$ cat src/core/cbs_params.svh
// timing counts, register offsets and field positions of the control bus
`ifndef CBS_PARAMS_SVH
`define CBS_PARAMS_SVH
`define CBS_CLK_PERIOD_NS      20
`define CBS_FAST_CLEAR_IN_RECOVER_NS    600
`define CBS_FAST_CLEAR_IN_RECOVER_CYC   \
  ((`CBS_FAST_CLEAR_IN_RECOVER_NS + `CBS_CLK_PERIOD_NS - 1) / `CBS_CLK_PERIOD_NS)
`define CBS_CONFIG_LED_NS      10000
`define CBS_CONFIG_LED_CYC     (`CBS_CONFIG_LED_NS / `CBS_CLK_PERIOD_NS)
`define CBS_ACK_LED_NS         1000
`define CBS_ACK_LED_CYC        (`CBS_ACK_LED_NS / `CBS_CLK_PERIOD_NS)
`define CBS_OFS_STATUS1        12'h000
`define CBS_OFS_CONTROL1       12'h004
`define CBS_OFS_FCWINDOW       12'h008
`define CBS_OFS_BASEADDR       12'h00C
`define CBS_BIT_DATA_READY_BUS_OR           0
`define CBS_BIT_DATA_READY_BUS_OR_BUS       1
`define CBS_BIT_BUSY           2
`define CBS_BIT_BUSY_BUS       3
`define CBS_BIT_RESET_SCOPE    4
`define CBS_FCWINDOW_RESET     10'h020
`define CBS_RESP_OKAY          2'h0
`define CBS_RESP_SLVERR        2'h2
`define CBS_TERM_LINES         7
`endif

$ cat src/core/cbs_pkg.sv
// types shared by the control bus and status logic
package cbs_pkg;
  typedef enum logic [1:0] {
    CBS_IDLE  = 2'h0,
    CBS_INTEG = 2'h1,
    CBS_CONV  = 2'h3,
    CBS_CLEAR = 2'h2
  } cbs_state_t;

  typedef struct packed {
    logic busyBusOr;
    logic busy;
    logic dataReadyBusOr;
    logic dataReady;
  } cbs_status_t;

  typedef struct packed {
    logic ack;
    logic busy;
    logic dataReady;
    logic termGreen;
    logic termRed;
  } cbs_leds_t;
endpackage

$ cat src/core/cbs_sync.sv
// two-flop synchroniser for asynchronous pin levels
`timescale 1ns/1ps
module cbs_sync #(
  parameter int WIDTH = 1
) (
  input  wire logic             clk,
  input  wire logic             reset_n,
  input  wire logic [WIDTH-1:0] asyncIn,
  output logic      [WIDTH-1:0] syncOut
);
  logic [WIDTH-1:0] meta_q;

  always_ff @(posedge clk or negedge reset_n) begin
    if (!reset_n) begin
      meta_q  <= '0;
      syncOut <= '0;
    end else begin
      meta_q  <= asyncIn;
      syncOut <= meta_q;
    end
  end
endmodule // cbs_sync

$ cat src/core/cbs_stretch.sv
// pulse stretcher that keeps an indicator lit for a fixed count
`timescale 1ns/1ps
module cbs_stretch #(
  parameter int          COUNT    = 50,
  parameter bit          RESET_ON = 1'b0
) (
  input  wire logic clk,
  input  wire logic reset_n,
  input  wire logic trigger,
  output logic      lit
);
  localparam int CW = $clog2(COUNT + 1);
  localparam logic [CW-1:0] LOAD = CW'(COUNT);
  logic [CW-1:0] count_q;

  if (COUNT < 1) begin : g_chk
    $error("cbs_stretch: COUNT must be at least 1");
  end

  // power-on variant starts loaded so the indicator shows configuration
  always_ff @(posedge clk or negedge reset_n) begin
    if (!reset_n) begin
      count_q <= RESET_ON ? LOAD : '0;
    end else if (trigger) begin
      count_q <= LOAD;
    end else if (count_q != '0) begin
      count_q <= count_q - CW'(1);
    end
  end

  assign lit = (count_q != '0);
endmodule // cbs_stretch

$ cat src/core/cbs_control_bus.sv
// front-panel control inputs, wired-OR bus lines, status registers, LEDs
//
// Chosen here: the AXI4-Lite register port and the register addresses.
`timescale 1ns/1ps
`include "cbs_params.svh"
module cbs_control_bus
  import cbs_pkg::*;
#(
  parameter int FCW_WIDTH = 10,
  parameter bit DUAL_GATE = 1'b1
) (
  input  wire logic        clk,
  input  wire logic        reset_n,
  // axi4-lite slave
  input  wire logic [11:0] s_axi_awaddr,
  input  wire logic        s_axi_awvalid,
  output logic             s_axi_awready,
  input  wire logic [31:0] s_axi_wdata,
  input  wire logic [3:0]  s_axi_wstrb,
  input  wire logic        s_axi_wvalid,
  output logic             s_axi_wready,
  output logic [1:0]       s_axi_bresp,
  output logic             s_axi_bvalid,
  input  wire logic        s_axi_bready,
  input  wire logic [11:0] s_axi_araddr,
  input  wire logic        s_axi_arvalid,
  output logic             s_axi_arready,
  output logic [31:0]      s_axi_rdata,
  output logic [1:0]       s_axi_rresp,
  output logic             s_axi_rvalid,
  input  wire logic        s_axi_rready,
  // front-panel pins
  input  wire logic        gateIn,
  input  wire logic        aux_gate_in,
  input  wire logic        fast_clear_in,
  input  wire logic        frontResetIn,
  input  wire logic        conversion_inhibit,
  input  wire logic        data_ready_bus_or,
  input  wire logic        busyBusOrIn,
  output logic             dataReadyLineOut,
  output logic             dataReadyLineOe,
  output logic             busyLineOut,
  output logic             busyLineOe,
  // board straps and switches
  input  wire logic        busy_policy_jumper,
  input  wire logic [15:0] rotarySwitch,
  input  wire logic [13:0] termSwitch,
  // converter datapath, same clock
  input  wire logic        bufferNotEmpty,
  input  wire logic        bufferFull,
  input  wire logic        memTestMode,
  input  wire logic        conversionDone,
  input  wire logic [4:0]  convChannel,
  output logic             startConversion,
  output logic             abortConversion,
  output logic             clearIntegrators,
  output logic             dataResetPulse,
  output logic             softResetPulse,
  output logic             inputBlockSel,
  output logic [15:0]      baseAddress,
  output cbs_leds_t        leds
);
  // ************************************************************
  // constants and checks
  // ************************************************************
  localparam logic [4:0] RECOVER = 5'(`CBS_FAST_CLEAR_IN_RECOVER_CYC);

  if (FCW_WIDTH < 1 || FCW_WIDTH > 16) begin : g_chk
    $error("cbs_control_bus: FCW_WIDTH must be 1 to 16");
  end

  function automatic logic chanBlock(input logic [4:0] ch);
    return ch[4];
  endfunction

  // ************************************************************
  // pin synchronisers
  // ************************************************************
  logic [22:0] pinSync;
  logic [15:0] rotarySync;
  logic [13:0] termSync;

  cbs_sync #(.WIDTH(7)) u_syncPins (
    .clk     (clk),
    .reset_n (reset_n),
    .asyncIn ({gateIn, aux_gate_in, fast_clear_in, frontResetIn,
               conversion_inhibit, data_ready_bus_or, busyBusOrIn}),
    .syncOut (pinSync[6:0])
  );
  cbs_sync #(.WIDTH(30)) u_syncStatic (
    .clk     (clk),
    .reset_n (reset_n),
    .asyncIn ({busy_policy_jumper, rotarySwitch, termSwitch[12:0]}),
    .syncOut ({pinSync[7], rotarySync, termSync[12:0]})
  );
  cbs_sync #(.WIDTH(1)) u_syncTerm13 (
    .clk     (clk),
    .reset_n (reset_n),
    .asyncIn (termSwitch[13]),
    .syncOut (termSync[13])
  );
  assign pinSync[22:8] = '0;

  logic gateS, auxGateS, fclrS, rstS, vetoS, drBusS, busyBusS, policyS;
  assign {gateS, auxGateS, fclrS, rstS, vetoS, drBusS, busyBusS} =
         pinSync[6:0];
  assign policyS = pinSync[7];

  // ************************************************************
  // edge detection
  // ************************************************************
  logic gateComb;
  logic gate_q, fast_clear_in_q, rst_q;
  logic gateRise, gateFall, fclrRise, resetEdge;

  assign gateComb = gateS | (DUAL_GATE & auxGateS);

  always_ff @(posedge clk or negedge reset_n) begin
    if (!reset_n) begin
      gate_q <= 1'b0;
      fast_clear_in_q <= 1'b0;
      rst_q  <= 1'b0;
    end else begin
      gate_q <= gateComb;
      fast_clear_in_q <= fclrS;
      rst_q  <= rstS;
    end
  end

  assign gateRise  = gateComb & ~gate_q;
  assign gateFall  = ~gateComb & gate_q;
  assign fclrRise  = fclrS & ~fast_clear_in_q;
  assign resetEdge = rstS & ~rst_q;

  // ************************************************************
  // registers written by software
  // ************************************************************
  logic                 resetScope_q;
  logic [FCW_WIDTH-1:0] fcWindow_q;
  logic                 softReset;

  assign softReset = resetEdge & resetScope_q;

  // ************************************************************
  // acquisition sequence
  // ************************************************************
  cbs_state_t           state_q;
  logic [FCW_WIDTH-1:0] fcwCnt_q;
  logic [4:0]           clrCnt_q;
  logic                 fcwOpen, fclrAccept, ownBusy, stopAcq;

  // window: gate leading edge through the whole gate, then in conversion until the programmed count expires
  assign fcwOpen    = (state_q == CBS_INTEG) ||
                      (state_q == CBS_CONV && fcwCnt_q != '0);
  assign fclrAccept = fclrRise & fcwOpen;
  assign ownBusy    = (state_q != CBS_IDLE) | memTestMode | bufferFull;
  assign stopAcq    = policyS ? (ownBusy | busyBusS) : ownBusy;

  always_ff @(posedge clk or negedge reset_n) begin
    if (!reset_n) begin
      state_q  <= CBS_IDLE;
      clrCnt_q <= '0;
    end else if (resetEdge) begin
      state_q  <= CBS_CLEAR;
      clrCnt_q <= RECOVER;
    end else begin
      unique case (state_q)
        CBS_IDLE: begin
          if (gateRise && !stopAcq) begin
            state_q <= CBS_INTEG;
          end
        end
        CBS_INTEG: begin
          if (fclrAccept) begin
            state_q  <= CBS_CLEAR;
            clrCnt_q <= RECOVER;
          end else if (gateFall && vetoS) begin
            state_q  <= CBS_CLEAR;
            clrCnt_q <= RECOVER;
          end else if (gateFall) begin
            state_q <= CBS_CONV;
          end
        end
        CBS_CONV: begin
          if (fclrAccept) begin
            state_q  <= CBS_CLEAR;
            clrCnt_q <= RECOVER;
          end else if (conversionDone) begin
            state_q <= CBS_IDLE;
          end
        end
        CBS_CLEAR: begin
          if (clrCnt_q <= 5'h01) begin
            state_q  <= CBS_IDLE;
            clrCnt_q <= '0;
          end else begin
            clrCnt_q <= clrCnt_q - 5'h01;
          end
        end
      endcase
    end
  end

  always_ff @(posedge clk or negedge reset_n) begin
    if (!reset_n) begin
      fcwCnt_q <= '0;
    end else if (state_q == CBS_IDLE && gateRise && !stopAcq) begin
      fcwCnt_q <= fcWindow_q;
    end else if (fcwCnt_q != '0) begin
      fcwCnt_q <= fcwCnt_q - FCW_WIDTH'(1);
    end
  end

  // one-cycle commands to the converter
  always_ff @(posedge clk or negedge reset_n) begin
    if (!reset_n) begin
      startConversion  <= 1'b0;
      abortConversion  <= 1'b0;
      clearIntegrators <= 1'b0;
      dataResetPulse   <= 1'b0;
      softResetPulse   <= 1'b0;
    end else begin
      startConversion  <= (state_q == CBS_INTEG) & gateFall & ~vetoS &
                          ~fclrAccept & ~resetEdge;
      abortConversion  <= fclrAccept | resetEdge;
      clearIntegrators <= fclrAccept | resetEdge;
      dataResetPulse   <= resetEdge;
      softResetPulse   <= softReset;
    end
  end

  // ************************************************************
  // wired-or bus lines and status
  // ************************************************************
  logic dataReady_q, busy_q;

  always_ff @(posedge clk or negedge reset_n) begin
    if (!reset_n) begin
      dataReady_q <= 1'b0;
      busy_q      <= 1'b0;
    end else begin
      dataReady_q <= bufferNotEmpty;
      busy_q      <= ownBusy;
    end
  end

  // drive only a high level so that several modules can share a line
  assign dataReadyLineOut = 1'b1;
  assign dataReadyLineOe  = dataReady_q;
  assign busyLineOut      = 1'b1;
  assign busyLineOe       = busy_q;

  cbs_status_t status1;
  assign status1.dataReady      = dataReady_q;
  assign status1.dataReadyBusOr = drBusS;
  assign status1.busy           = busy_q;
  assign status1.busyBusOr      = busyBusS;

  // ************************************************************
  // axi4-lite slave
  // ************************************************************
  logic        awHeld_q, wHeld_q;
  logic [11:0] awAddr_q;
  logic [31:0] wData_q;
  logic        wrFire, rdFire;

  assign s_axi_awready = ~awHeld_q & ~s_axi_bvalid;
  assign s_axi_wready  = ~wHeld_q & ~s_axi_bvalid;
  assign s_axi_arready = ~s_axi_rvalid;
  assign wrFire = awHeld_q & wHeld_q & ~s_axi_bvalid;
  assign rdFire = s_axi_arvalid & s_axi_arready;

  function automatic logic mapped(input logic [11:0] a);
    return a == `CBS_OFS_STATUS1 || a == `CBS_OFS_CONTROL1 ||
           a == `CBS_OFS_FCWINDOW || a == `CBS_OFS_BASEADDR;
  endfunction

  always_ff @(posedge clk or negedge reset_n) begin
    if (!reset_n) begin
      awHeld_q     <= 1'b0;
      wHeld_q      <= 1'b0;
      awAddr_q     <= '0;
      wData_q      <= '0;
      s_axi_bvalid <= 1'b0;
      s_axi_bresp  <= `CBS_RESP_OKAY;
    end else begin
      if (s_axi_awvalid && s_axi_awready) begin
        awHeld_q <= 1'b1;
        awAddr_q <= {s_axi_awaddr[11:2], 2'h0};
      end
      if (s_axi_wvalid && s_axi_wready) begin
        wHeld_q <= 1'b1;
        wData_q <= s_axi_wdata;
      end
      if (wrFire) begin
        awHeld_q     <= 1'b0;
        wHeld_q      <= 1'b0;
        s_axi_bvalid <= 1'b1;
        s_axi_bresp  <= mapped(awAddr_q) ? `CBS_RESP_OKAY
                                         : `CBS_RESP_SLVERR;
      end else if (s_axi_bready) begin
        s_axi_bvalid <= 1'b0;
      end
    end
  end

  // wstrb[0] alone gates writes, though fcWindow_q bits 8 and up sit in byte lane 1
  always_ff @(posedge clk or negedge reset_n) begin
    if (!reset_n) begin
      resetScope_q <= 1'b0;
      fcWindow_q   <= FCW_WIDTH'(`CBS_FCWINDOW_RESET);
    end else if (softReset) begin
      resetScope_q <= 1'b0;
      fcWindow_q   <= FCW_WIDTH'(`CBS_FCWINDOW_RESET);
    end else if (wrFire && s_axi_wstrb[0]) begin
      if (awAddr_q == `CBS_OFS_CONTROL1) begin
        resetScope_q <= wData_q[`CBS_BIT_RESET_SCOPE];
      end
      if (awAddr_q == `CBS_OFS_FCWINDOW) begin
        fcWindow_q <= wData_q[FCW_WIDTH-1:0];
      end
    end
  end

  always_ff @(posedge clk or negedge reset_n) begin
    if (!reset_n) begin
      s_axi_rvalid <= 1'b0;
      s_axi_rdata  <= '0;
      s_axi_rresp  <= `CBS_RESP_OKAY;
    end else if (rdFire) begin
      s_axi_rvalid <= 1'b1;
      s_axi_rresp  <= mapped({s_axi_araddr[11:2], 2'h0}) ?
                      `CBS_RESP_OKAY : `CBS_RESP_SLVERR;
      unique case ({s_axi_araddr[11:2], 2'h0})
        `CBS_OFS_STATUS1:  s_axi_rdata <= {28'h0000000, status1};
        `CBS_OFS_CONTROL1: s_axi_rdata <= 32'(resetScope_q)
                                          << `CBS_BIT_RESET_SCOPE;
        `CBS_OFS_FCWINDOW: s_axi_rdata <= 32'(fcWindow_q);
        `CBS_OFS_BASEADDR: s_axi_rdata <= {16'h0000, baseAddress};
        default:           s_axi_rdata <= 32'h00000000;
      endcase
    end else if (s_axi_rready) begin
      s_axi_rvalid <= 1'b0;
    end
  end

  // ************************************************************
  // address, channel block and indicators
  // ************************************************************
  logic [`CBS_TERM_LINES-1:0] lineTerm;
  logic ackLit, configLit;

  always_comb begin
    for (int i = 0; i < `CBS_TERM_LINES; i++) begin
      lineTerm[i] = termSync[2*i] & termSync[2*i+1];
    end
  end

  cbs_stretch #(.COUNT(`CBS_ACK_LED_CYC), .RESET_ON(1'b0)) u_ackLed (
    .clk     (clk),
    .reset_n (reset_n),
    .trigger (wrFire | rdFire),
    .lit     (ackLit)
  );
  cbs_stretch #(.COUNT(`CBS_CONFIG_LED_CYC), .RESET_ON(1'b1)) u_cfgLed (
    .clk     (clk),
    .reset_n (reset_n),
    .trigger (1'b0),
    .lit     (configLit)
  );

  always_ff @(posedge clk or negedge reset_n) begin
    if (!reset_n) begin
      baseAddress   <= '0;
      inputBlockSel <= 1'b0;
      leds          <= '0;
    end else begin
      baseAddress   <= rotarySync;
      inputBlockSel <= chanBlock(convChannel);
      leds.ack       <= ackLit;
      leds.busy      <= ownBusy | configLit;
      leds.dataReady <= bufferNotEmpty | configLit;
      // both colours together show orange while configuring
      leds.termGreen <= configLit | (&lineTerm);
      leds.termRed   <= configLit | ~(|lineTerm);
    end
  end
endmodule // cbs_control_bus

$ cat config.mk
export PLATFORM = sky130hd
export DESIGN_NAME = cbs_control_bus
export DESIGN_NICKNAME = d
export VERILOG_FILES = /design/src/core/cbs_pkg.sv /design/src/core/cbs_sync.sv /design/src/core/cbs_stretch.sv /design/src/core/cbs_control_bus.sv
export VERILOG_INCLUDE_DIRS = /design/src /design/src/core
export SDC_FILE = /design/constraint.sdc
export NUM_CORES = 1
export LEC_CHECK = 0
export BUFFER_PORTS_ARGS = -buffer_cell sky130_fd_sc_hd__buf_2
export CORE_ASPECT_RATIO = 1.4
export CORE_MARGIN = 2
export CORE_UTILIZATION = 52
export DETAILED_ROUTE_END_ITERATION = 8
export PLACE_DENSITY = 0.75
export SYNTH_ARGS = -nofsm -noshare
export SYNTH_HDL_FRONTEND = slang
export SYNTH_SLANG_ARGS = --single-unit
export TNS_END_PERCENT = 5
$ cat constraint.sdc
create_clock -name clk -period 2.8 [get_ports clk]
set_clock_uncertainty 0.2 [all_clocks]
set_input_delay 0.56 -clock clk [delete_from_list [all_inputs] [get_ports clk]]
set_output_delay 0.56 -clock clk [all_outputs]
set_load 0.005 [all_outputs]
==> results.txt, run 1 <==
Die ar. -> 14400 um2
Max Transition Viols Final -> 0
Number of post-CTS setup repair buffers -> 0
Crit path kind -> flip-flop to flip-flop
GRT Total Usage -> 20.31%
Peak VDD IR -> 0.4770 mV
Num CTS Buffers -> 17
Lkg Pwr -> 4.097 nW
Slew @ Worst Pin -> 0.6348 ns
Core box area -> 13260 um2
Post-route ant nets -> 0
Top fanout value on the critical path -> 5
Met3 WL -> 671 um
Pre-antenna DRT Iters -> 4
Final net count -> 779
Diode count -> 0
Worst-Skew Late Latency -> 0.42 ns
Crit share post-route -> 84.32%
Layout cells sized above 1 -> 31.40%
Fin Setup TNS -> 0 ns
Reg2Reg Launch Point -> fcwCnt_q[0]
Die span in x -> 102.0 um
Post-synth top area share -> 66.24%
Sequential-to-total area share from yosys stat -> 68.87%
Largest net degree at the start of global routing -> 70
Post-CTS sizing -> 0
Unrepaired setup endpoints after global routing -> false
Vias in the first global route -> 4502
Root buffer selected by CTS -> clkbuf_16
Critical Path Start -> fcwCnt_q[0]
Via count -> 4363
FP Rows -> 50
Critical Path RT -> 2.90 ns
# fillers -> 1024
CP Launch Type -> flip-flop
Initial antenna violation count -> 0
Crit path largest cell delay -> 0.54 ns
Highest Clock Rate -> 423.5 MHz
Final Hold Fails -> 0
Post-layout power -> 6.822 mW
Clk sinks -> 192
GRT overflow -> 0
Hpwl dp -> 9946 um
DR iter-0 viols -> 212
GP Congestion -> 0.8249
Final setup vio count -> 0
Die height -> 141.2 um
Syn avg cell area -> 13.65 um2
EDFF count, synth -> 0
H-tree levels -> 4
Distinct cells, synth -> 62
First-pass GRT wire length -> 22180 um
Synthesized area -> 6989 um2
Period minus WS final -> 2.361 ns
Rel. slew slack -> 57.68%
FF/Latch Area -> 4813 um2
Max stage delay cell, worst path -> or4b_1
CP cell instances -> inv_1, ha_1, or4b_1, or3_4, mux2i_1, mux2_4
P&R area growth vs syn -> 20.78%
Synthesis Warnings -> 0
DP Area -> 7838 um2
Synth top area cells -> dfrtp_1 66%, mux2_2 3.9%, dfstp_2 2.6%
Met2 wire len -> 7529 um
Worst hold start -> rotarySwitch[11]
CTS clk-pin slew, worst paths -> 0.07 ns
Maxcap violations -> 0
Mapped Cells -> 512
DRC viols -> 0
Status -> finished clean
Core Util, Final -> 63.65%
Hold WC Path Type -> input port to flip-flop
PwrDens -> 808.1 nW/um2
Area occupied by multi-input gates -> 1971 um2
Final instance area -> 8442 um2
Worst setup EP type -> flip-flop
I/O pins -> 186
Dominant synthesized flop cell -> dfrtp_1
Hold Buf Count CTS -> 1
CTS tree -> built
Drt wl/cell -> 15.82 um
Post-synth ARST share -> 100.0%
Top Metal Used -> met4
Total Wirelength -> 13510 um
Seq cells post-synth -> 192
WP data arrival -> 2.46 ns
Synth area leader -> dfrtp_1
Initial cell density of the core -> 52.70%
M1 WL -> 4973 um
Port Buffer Count -> 132
Vias per std cell -> 5.109
Clock buffer depth -> 2
## critical path, delay by kind of cell (launching register included)
kind,cells,cell delay [ns]
adder cells (fa/ha/maj),1,0.16
buffers and inverters,1,0.13
flip-flops,1,0.40
multiplexers,2,0.39
AND/OR/NAND/NOR,2,0.95
## routing by layer
layer / vias to the layer above / GRT usage (%)
met3: 28 / 4.908
met2: 120 / 35.77
met1: 2181 / 23.66
li1: 2034 / -
met5: - / 0
met4: 0 / 7.860
## sequential cells by signal (all words and copies together), names as in the netlist, 2 cells and up
| signal | count |
|---|---|
| wData_q | 10 |
| s_axi_rdata | 16 |
| fcWindow_q | 10 |
| baseAddress | 16 |
| clrCnt_q | 5 |
| u_syncStatic.syncOut | 30 |
| awAddr_q | 10 |
| leds | 5 |
| fcwCnt_q | 10 |
| u_syncPins.meta_q | 7 |
| state_q | 2 |
| u_syncStatic.meta_q | 30 |
| u_cfgLed.count_q | 9 |
| u_syncPins.syncOut | 7 |
| u_ackLed.count_q | 6 |
## kinds of logic (layout without fill, tap and decap cells)
logic type | after synthesis | after routing | synth area share, %
DFF | 192 | 192 | 68.87
and+or+nand+nor | 127 | 127 | 9.846
AOI/OAI and AO/OA | 80 | 80 | 7.931
buffers and inverters | 49 | 191 | 3.903
muxes | 42 | 42 | 6.516
xor gates and xnor gates | 14 | 14 | 1.754
adders and majority gates | 6 | 6 | 1.074
other | 2 | 20 | 0.1075
## area by class of cell
type	count	share of cell area, %
Clock inverter	13	1.675
Tap cell	182	2.697
Sequential cell	192	57.02
Multi-Input combinational cell	289	23.34
Timing Repair Buffer	142	9.145
Inverter	17	0.7559
Clock buffer	19	5.365
## where the power goes
part / switching (mW) / leakage [nW] / internal, mW
Sequential: 0.286 / 2.29 / 3.16
Clock: 1.07 / 0.297 / 1.32
Combinational: 0.488 / 1.51 / 0.501
## cells in the final DEF (no fill, tap or decap), drive strengths merged, types with 10 or more instances in the layout
cell	synthesis	final
conb	2	20
o21ai	30	30
clkbuf	7	20
xnor2	10	10
inv	17	26
nand2	31	31
buf	25	140
nor2	27	27
nand2b	12	12
mux2i	17	17
mux2	25	25
dfrtp	185	185
## stage by stage
| stage | instances | setup WS (ns) | hold slack (ns) |
|---|---|---|---|
| 6_report | 854 | 0.4390 | 0.04479 |
| 5_1_grt | 854 | 0.2843 | 0.01637 |
| 4_1_cts | 854 | 0.4466 | 0.02318 |
| 3_5_place_dp | 821 | 0.4239 | 0.1347 |
| 3_3_place_gp | 821 | 0.4171 | 0.1318 |
| 2_1_floorplan | 530 | 0.5779 | 0.06441 |
## synthesized netlist by cell type, types with 2 or more instances
cell type	number
mux2i_1	17
conb_1	2
nand2b_1	12
and2_1	7
nand4_1	7
buf_2	2
nor2b_1	4
a22oi_1	5
nand3b_1	5
nor2_1	27
inv_1	17
a31oi_1	4
nand3_1	5
xnor2_1	10
dfrtp_1	185
a22o_1	6
nor3_1	4
a2bb2oi_1	2
mux2_2	24
buf_4	21
a21o_1	5
or4_1	4
o21ai_0	29
dfstp_2	7
o311ai_0	2
nor4_1	8
o21a_1	3
or2b_1	2
clkbuf_1	7
nand2_1	31
ha_1	6
o2bb2ai_1	2
xor2_1	4
a21oi_1	6
o31ai_1	3
## final timing paths
check	end	slack [ns]	cells after the start
min in group asynchronous	u_syncStatic.meta_q[1]	0.50	2
max reg2reg	fcwCnt_q[1]	0.44	6
max	fcwCnt_q[1]	0.44	6
max in group asynchronous	fcwCnt_q[9]	1.19	3
min	u_syncStatic.meta_q[24]	0.04	1
min reg2reg	baseAddress[13]	0.15	0
(Power assumes the default switching activity.)
==> run 2, diff against run 1 <==
==> constraint.sdc (replaced) <==
create_clock -name clk -period 2.4 [get_ports clk]
set_clock_uncertainty 0.2 [all_clocks]
set_input_delay 0.48 -clock clk [delete_from_list [all_inputs] [get_ports clk]]
set_output_delay 0.48 -clock clk [all_outputs]
set_load 0.005 [all_outputs]
==> results.txt, run 2 (synthesis results as in run 1) <==
Hold WC Path Type -> input port to flip-flop
Top fanout value on the critical path -> 4 (-1)
Clk sinks -> 192 (unchanged)
Seq pwr share -> 50.9% (+0.3 points)
Vias per std cell -> 5.077 (-0.62%)
Number of post-CTS setup repair buffers -> 0 (unchanged)
Clock buffer depth -> 2 (unchanged)
Sw frac -> 26.96% (-0.043 points)
Core box area -> 13260 um2 (unchanged)
P&R area growth vs syn -> 26.42%
NetSw -> 2.132 mW (+16%)
Total Wirelength -> 14520 um (+7.5%)
Worst setup EP type -> flip-flop
Crit path kind -> flip-flop to flip-flop
First-pass GRT wire length -> 23160 um (+4.5%)
Maxcap violations -> 0 (unchanged)
DRC viols -> 0 (unchanged)
Clk pwr share -> 33.8% (-1.1 points)
Placed cell count -> 823 (+0.24%)
Highest Clock Rate -> 442.6 MHz (+4.5%)
WP data arrival -> 2.36 ns (-0.10 ns)
Lkg Pwr -> 4.245 nW (+3.6%)
Crit share post-route -> 94.15% (+9.8 points)
Vias in the first global route -> 4884 (+8.5%)
Die ar. -> 14400 um2 (unchanged)
Top Registers -> u_syncStatic.meta_q x30, u_syncStatic.syncOut x30
Status -> finished clean
Rel. slew slack -> 57.08% (-0.60 points)
Unrepaired setup endpoints after global routing -> false
Die span in x -> 102.0 um (unchanged)
Largest net degree at the start of global routing -> 58 (-17%)
Layout cells sized above 1 -> 29.55% (-1.8 points)
Slew @ Worst Pin -> 0.6438 ns (+0.008973 ns)
Final net count -> 821 (+5.4%)
GRT overflow -> 0 (unchanged)
Hpwl dp -> 10170 um (+2.2%)
PwrDens -> 895.1 nW/um2 (+11%)
Max Transition Viols Final -> 0 (unchanged)
I/O pins -> 186 (unchanged)
Period minus WS final -> 2.259 ns (-0.1015 ns)
Critical Path RT -> 2.50 ns (-0.40 ns)
Initial antenna violation count -> 0 (unchanged)
Gate power share -> 15.3% (+0.8 points)
Final Hold Fails -> 0 (unchanged)
Fin cells -> 896 (+4.9%)
R2r setup slk -> 0.14 ns (-0.30 ns)
Most common cell after layout, fill and taps aside -> dfrtp_1
Diode count -> 0 (unchanged)
Die height -> 141.2 um (unchanged)
Num CTS Buffers -> 17 (unchanged)
CTS tree -> built
FP Rows -> 50 (unchanged)
Power Internal -> 5.777 mW (+16%)
Port Buffer Count -> 132 (unchanged)
Most frequent cells in the layout -> 185 x dfrtp_1, 131 x buf_2, 41 x dlygate4sd3_1
GRT Total Usage -> 21.26% (+0.95 points)
H-tree levels -> 4 (unchanged)
Post-route ant nets -> 0 (unchanged)
Initial cell density of the core -> 52.70% (unchanged)
DR iter-0 viols -> 197 (-7.1%)
Peak VDD IR -> 0.5806 mV (+22%)
Post-CTS sizing -> 0 (unchanged)
Pre-antenna DRT Iters -> 4 (unchanged)
GP Congestion -> 0.8283 (+0.41%)
Root buffer selected by CTS -> clkbuf_16
Drt wl/cell -> 16.20 um (+2.4%)
Final setup vio count -> 0 (unchanged)
CP Launch Type -> flip-flop
Via count -> 4549 (+4.3%)
CTS clk-pin slew, worst paths -> 0.07 ns (about the same)
Fin Setup TNS -> 0 ns (unchanged)
Worst-Skew Late Latency -> 0.42 ns (about the same)
-- run 2: cell count changes in the layout (fill, tap and decap cells not counted) --
cell and change:
buf_12 +1, buf_4 +1, clkbuf_1 +2, clkbuf_8 -2, clkinv_2 +1, clkinv_4 -2
clkinvlp_4 +4, dlygate4sd3_1 +40, inv_6 -1, inv_8 -2
-- run 2: path summary, 6_finish.rpt --
path	startpoint	end	cells after the start
min	s_axi_bready	s_axi_bvalid	2
max	fcwCnt_q[0]	fcwCnt_q[1]	6
min reg2reg	u_syncPins.meta_q[4]	u_syncPins.syncOut[4]	0
max in group asynchronous	reset_n	u_cfgLed.count_q[7]	3
max reg2reg	fcwCnt_q[0]	fcwCnt_q[1]	6
min in group asynchronous	reset_n	startConversion	2
-- run 2: stage by stage --
step           hold slack, ns  instance area (um2)  total power, mW  util, %  worst slack [ns]
2_1_floorplan        -0.01559                 7057            4.792        -            0.1779
6_report              0.03694                 8836            7.909    66.62            0.1405
4_1_cts               0.03001                 8836            7.946    66.62            0.1409
3_5_place_dp           0.1347                 7865            5.235    59.30            0.1361
5_1_grt               0.05281                 8836            8.297    66.62           0.01566
3_3_place_gp           0.1321                 7865            5.135    59.30            0.1502
-- run 2: timing repair --
| item | 4_1_cts | 5_1_grt |
|---|---|---|
| hold buffers | 41 | 0 |
| endpoints found under the hold margin | 93 | 0 |
| setup endpoints to repair | 0 | 0 |
-- run 2: final cells by class --
class                   count  area [um2]
clock buffers              19       432.9
clock inverters            13       127.6
fillers                  1000        4427
inverters                  17       63.81
multi-input cells         289        1971
flip-flops and latches    192        4813
well taps                 182       227.7
repair buffers            184        1200
-- run 2: critical path: stages, from the launching register on --
cell     delay, ns
dfrtp_1       0.40
inv_1         0.12
ha_1          0.15
or4b_1        0.49
or3_4         0.39
mux2i_1       0.14
mux2_4        0.26
-- run 2: power by group through the flow --
stage / clock, mW / combinational [mW] / sequential [mW]
global placement: 0 / 1.09 / 4.05
global route: 2.87 / 1.35 / 4.08
detailed placement: 0 / 1.15 / 4.08
CTS: 2.71 / 1.21 / 4.02
floorplan: 0 / 0.809 / 3.98
finish: 2.68 / 1.21 / 4.03
-- run 2: per-layer routing --
| metal | global-route usage [%] | vias up | part of all wire, % |
|---|---|---|---|
| met3 | 5.007 | 32 | 3.9 |
| met4 | 9.544 | 0 | 3.1 |
| met5 | 0 | - | 0 |
| met1 | 22.88 | 2294 | 37 |
| li1 | - | 2106 | - |
| met2 | 38.78 | 117 | 56 |
==> run 3, diff against run 2 <==
==> constraint.sdc (replaced) <==
create_clock -name clk -period 2.4 [get_ports clk]
set_clock_uncertainty 0.2 [all_clocks]
set_input_delay 0.36 -clock clk [delete_from_list [all_inputs] [get_ports clk]]
set_output_delay 0.36 -clock clk [all_outputs]
set_load 0.005 [all_outputs]
==> results.txt, run 3 (synthesis results as in run 1) <==
Status -> finished clean
DRC viols -> 0 (unchanged)
Max Transition Viols Final -> 0 (unchanged)
Most common cell after layout, fill and taps aside -> dfrtp_1
Reg-to-Reg End -> fcwCnt_q[1]
Unrepaired setup endpoints after global routing -> false
Clk sinks -> 192 (unchanged)
Post-layout power -> 8.170 mW (+3.3%)
Highest Clock Rate -> 435.1 MHz (-1.7%)
Number of post-CTS setup repair buffers -> 0 (unchanged)
Port Buffer Count -> 132 (unchanged)
PwrDens -> 895.0 nW/um2 (about the same)
Pre-antenna DRT Iters -> 7 (+3)
Num CTS Buffers -> 17 (unchanged)
Clock buffer depth -> 2 (unchanged)
Root buffer selected by CTS -> clkbuf_16
Worst-Skew Late Latency -> 0.42 ns (about the same)
Crit share post-route -> 95.77% (+1.6 points)
GRT overflow -> 0 (unchanged)
Hold WC Path Type -> input port to flip-flop
I/O pins -> 186 (unchanged)
Period minus WS final -> 2.298 ns (+0.03899 ns)
Die height -> 141.2 um (unchanged)
First-pass GRT wire length -> 24870 um (+7.4%)
Maxcap violations -> 0 (unchanged)
P&R area growth vs syn -> 30.61%
Initial cell density of the core -> 52.70% (unchanged)
R2R cell count -> 6 (unchanged)
Die ar. -> 14400 um2 (unchanged)
Hold Crit Depth -> 3 (+1)
GRT Total Usage -> 22.86% (+1.6 points)
DR iter-0 viols -> 233 (+18%)
Largest net degree at the start of global routing -> 67 (+16%)
Final setup vio count -> 0 (unchanged)
Most frequent cells in the layout -> 185 x dfrtp_1, 131 x buf_2, 66 x dlygate4sd3_1
Final net count -> 846 (+3.0%)
GP Congestion -> 0.8529 (+3.0%)
Min Hold Slack -> 0.09063 ns (+0.05370 ns)
CTS clk-pin slew, worst paths -> 0.07 ns (about the same)
Hpwl dp -> 9932 um (-2.3%)
FP Rows -> 50 (unchanged)
Slew @ Worst Pin -> 0.7335 ns (+0.08979 ns)
WP data arrival -> 2.40 ns (+0.04 ns)
Worst setup EP type -> flip-flop
Core box area -> 13260 um2 (unchanged)
Vias per std cell -> 5.159 (+1.6%)
Die span in x -> 102.0 um (unchanged)
Layout cells sized above 1 -> 28.86% (-0.69 points)
Crit path kind -> flip-flop to flip-flop
R2r setup slk -> 0.10 ns (-0.04 ns)
Rel. slew slack -> 50.65% (-6.4 points)
Hold path endpoint -> leds[3]
Top Registers -> u_syncStatic.meta_q x30, u_syncStatic.syncOut x30
Peak VDD IR -> 0.5122 mV (-12%)
Top fanout value on the critical path -> 4 (unchanged)
Fin Setup TNS -> 0 ns (unchanged)
H-tree levels -> 4 (unchanged)
Drt wl/cell -> 16.71 um (+3.1%)
Via count -> 4746 (+4.3%)
Post-route ant nets -> 0 (unchanged)
Total Wirelength -> 15370 um (+5.9%)
Worst hold start -> bufferFull
CTS tree -> built
Lkg Pwr -> 4.371 nW (+3.0%)
Diode count -> 0 (unchanged)
Critical Path Start -> fcwCnt_q[0]
Initial antenna violation count -> 0 (unchanged)
Vias in the first global route -> 5048 (+3.4%)
Critical Path RT -> 2.50 ns (about the same)
Reg2Reg Launch Point -> fcwCnt_q[0]
Final Hold Fails -> 0 (unchanged)
CP Launch Type -> flip-flop
-- run 3: timing repair --
action | 4_1_cts | 5_1_grt
hold endpoints to repair | 122 | 0
gates resized for setup | 0 | 2
hold buffers | 66 | 0
endpoints found under the setup margin | 0 | 2
-- run 3: how the worst max path moves through the flow --
stage                             end  slack (ns)  cells past startpoint
after floorplan           fcwCnt_q[1]        0.18                      6
after global placement    fcwCnt_q[1]        0.17                      6
after detailed placement  fcwCnt_q[1]        0.13                      6
after CTS                 fcwCnt_q[1]        0.11                      6
after global routing      fcwCnt_q[1]        0.03                      6
final                     fcwCnt_q[1]        0.10                      6
-- run 3: layout make-up --
type | count | area, um2
clock buffers | 18 | 439.2
clock inverters | 13 | 168.9
fillers | 947 | 4134
inverters | 17 | 63.81
multi-input cells | 289 | 1978
flip-flops and latches | 192 | 4813
well taps | 182 | 227.7
repair buffers | 209 | 1438
-- run 3: metrics by stage --
| stage | std cells | setup WS (ns) | util, % | area [um2] |
|---|---|---|---|---|
| global route | 920 | 0.03272 | 68.83 | 9129 |
| finish | 920 | 0.1015 | 68.83 | 9129 |
| floorplan | 530 | 0.1779 | - | 7057 |
| global placement | 823 | 0.1689 | 59.21 | 7853 |
| detailed placement | 823 | 0.1300 | 59.21 | 7853 |
| CTS | 920 | 0.1104 | 68.77 | 9121 |
-- run 3: worst max-delay path: stages, from the launching register on --
cell and delay (ns):
dfrtp_1 0.41, inv_1 0.12, ha_1 0.15, or4b_1 0.50, or3_4 0.39, mux2i_1 0.14
mux2_4 0.27
-- run 3: power by group --
| part | total [mW] | switching, mW | internal, mW | leakage, nW |
|---|---|---|---|---|
| Clock | 2.87 | 1.26 | 1.60 | 0.293 |
| Sequential | 4.04 | 0.350 | 3.69 | 2.29 |
| Combinational | 1.26 | 0.608 | 0.655 | 1.79 |
| Total | 8.17 | 2.22 | 5.95 | 4.37 |
-- run 3: layer usage --
metal | up-vias | GRT usage [%] | part of all wire (%)
met5 | - | 0 | 0
met1 | 2404 | 26.00 | 37
met3 | 43 | 5.454 | 4.1
met4 | 0 | 10.25 | 3.5
li1 | 2162 | - | -
met2 | 137 | 40.27 | 55
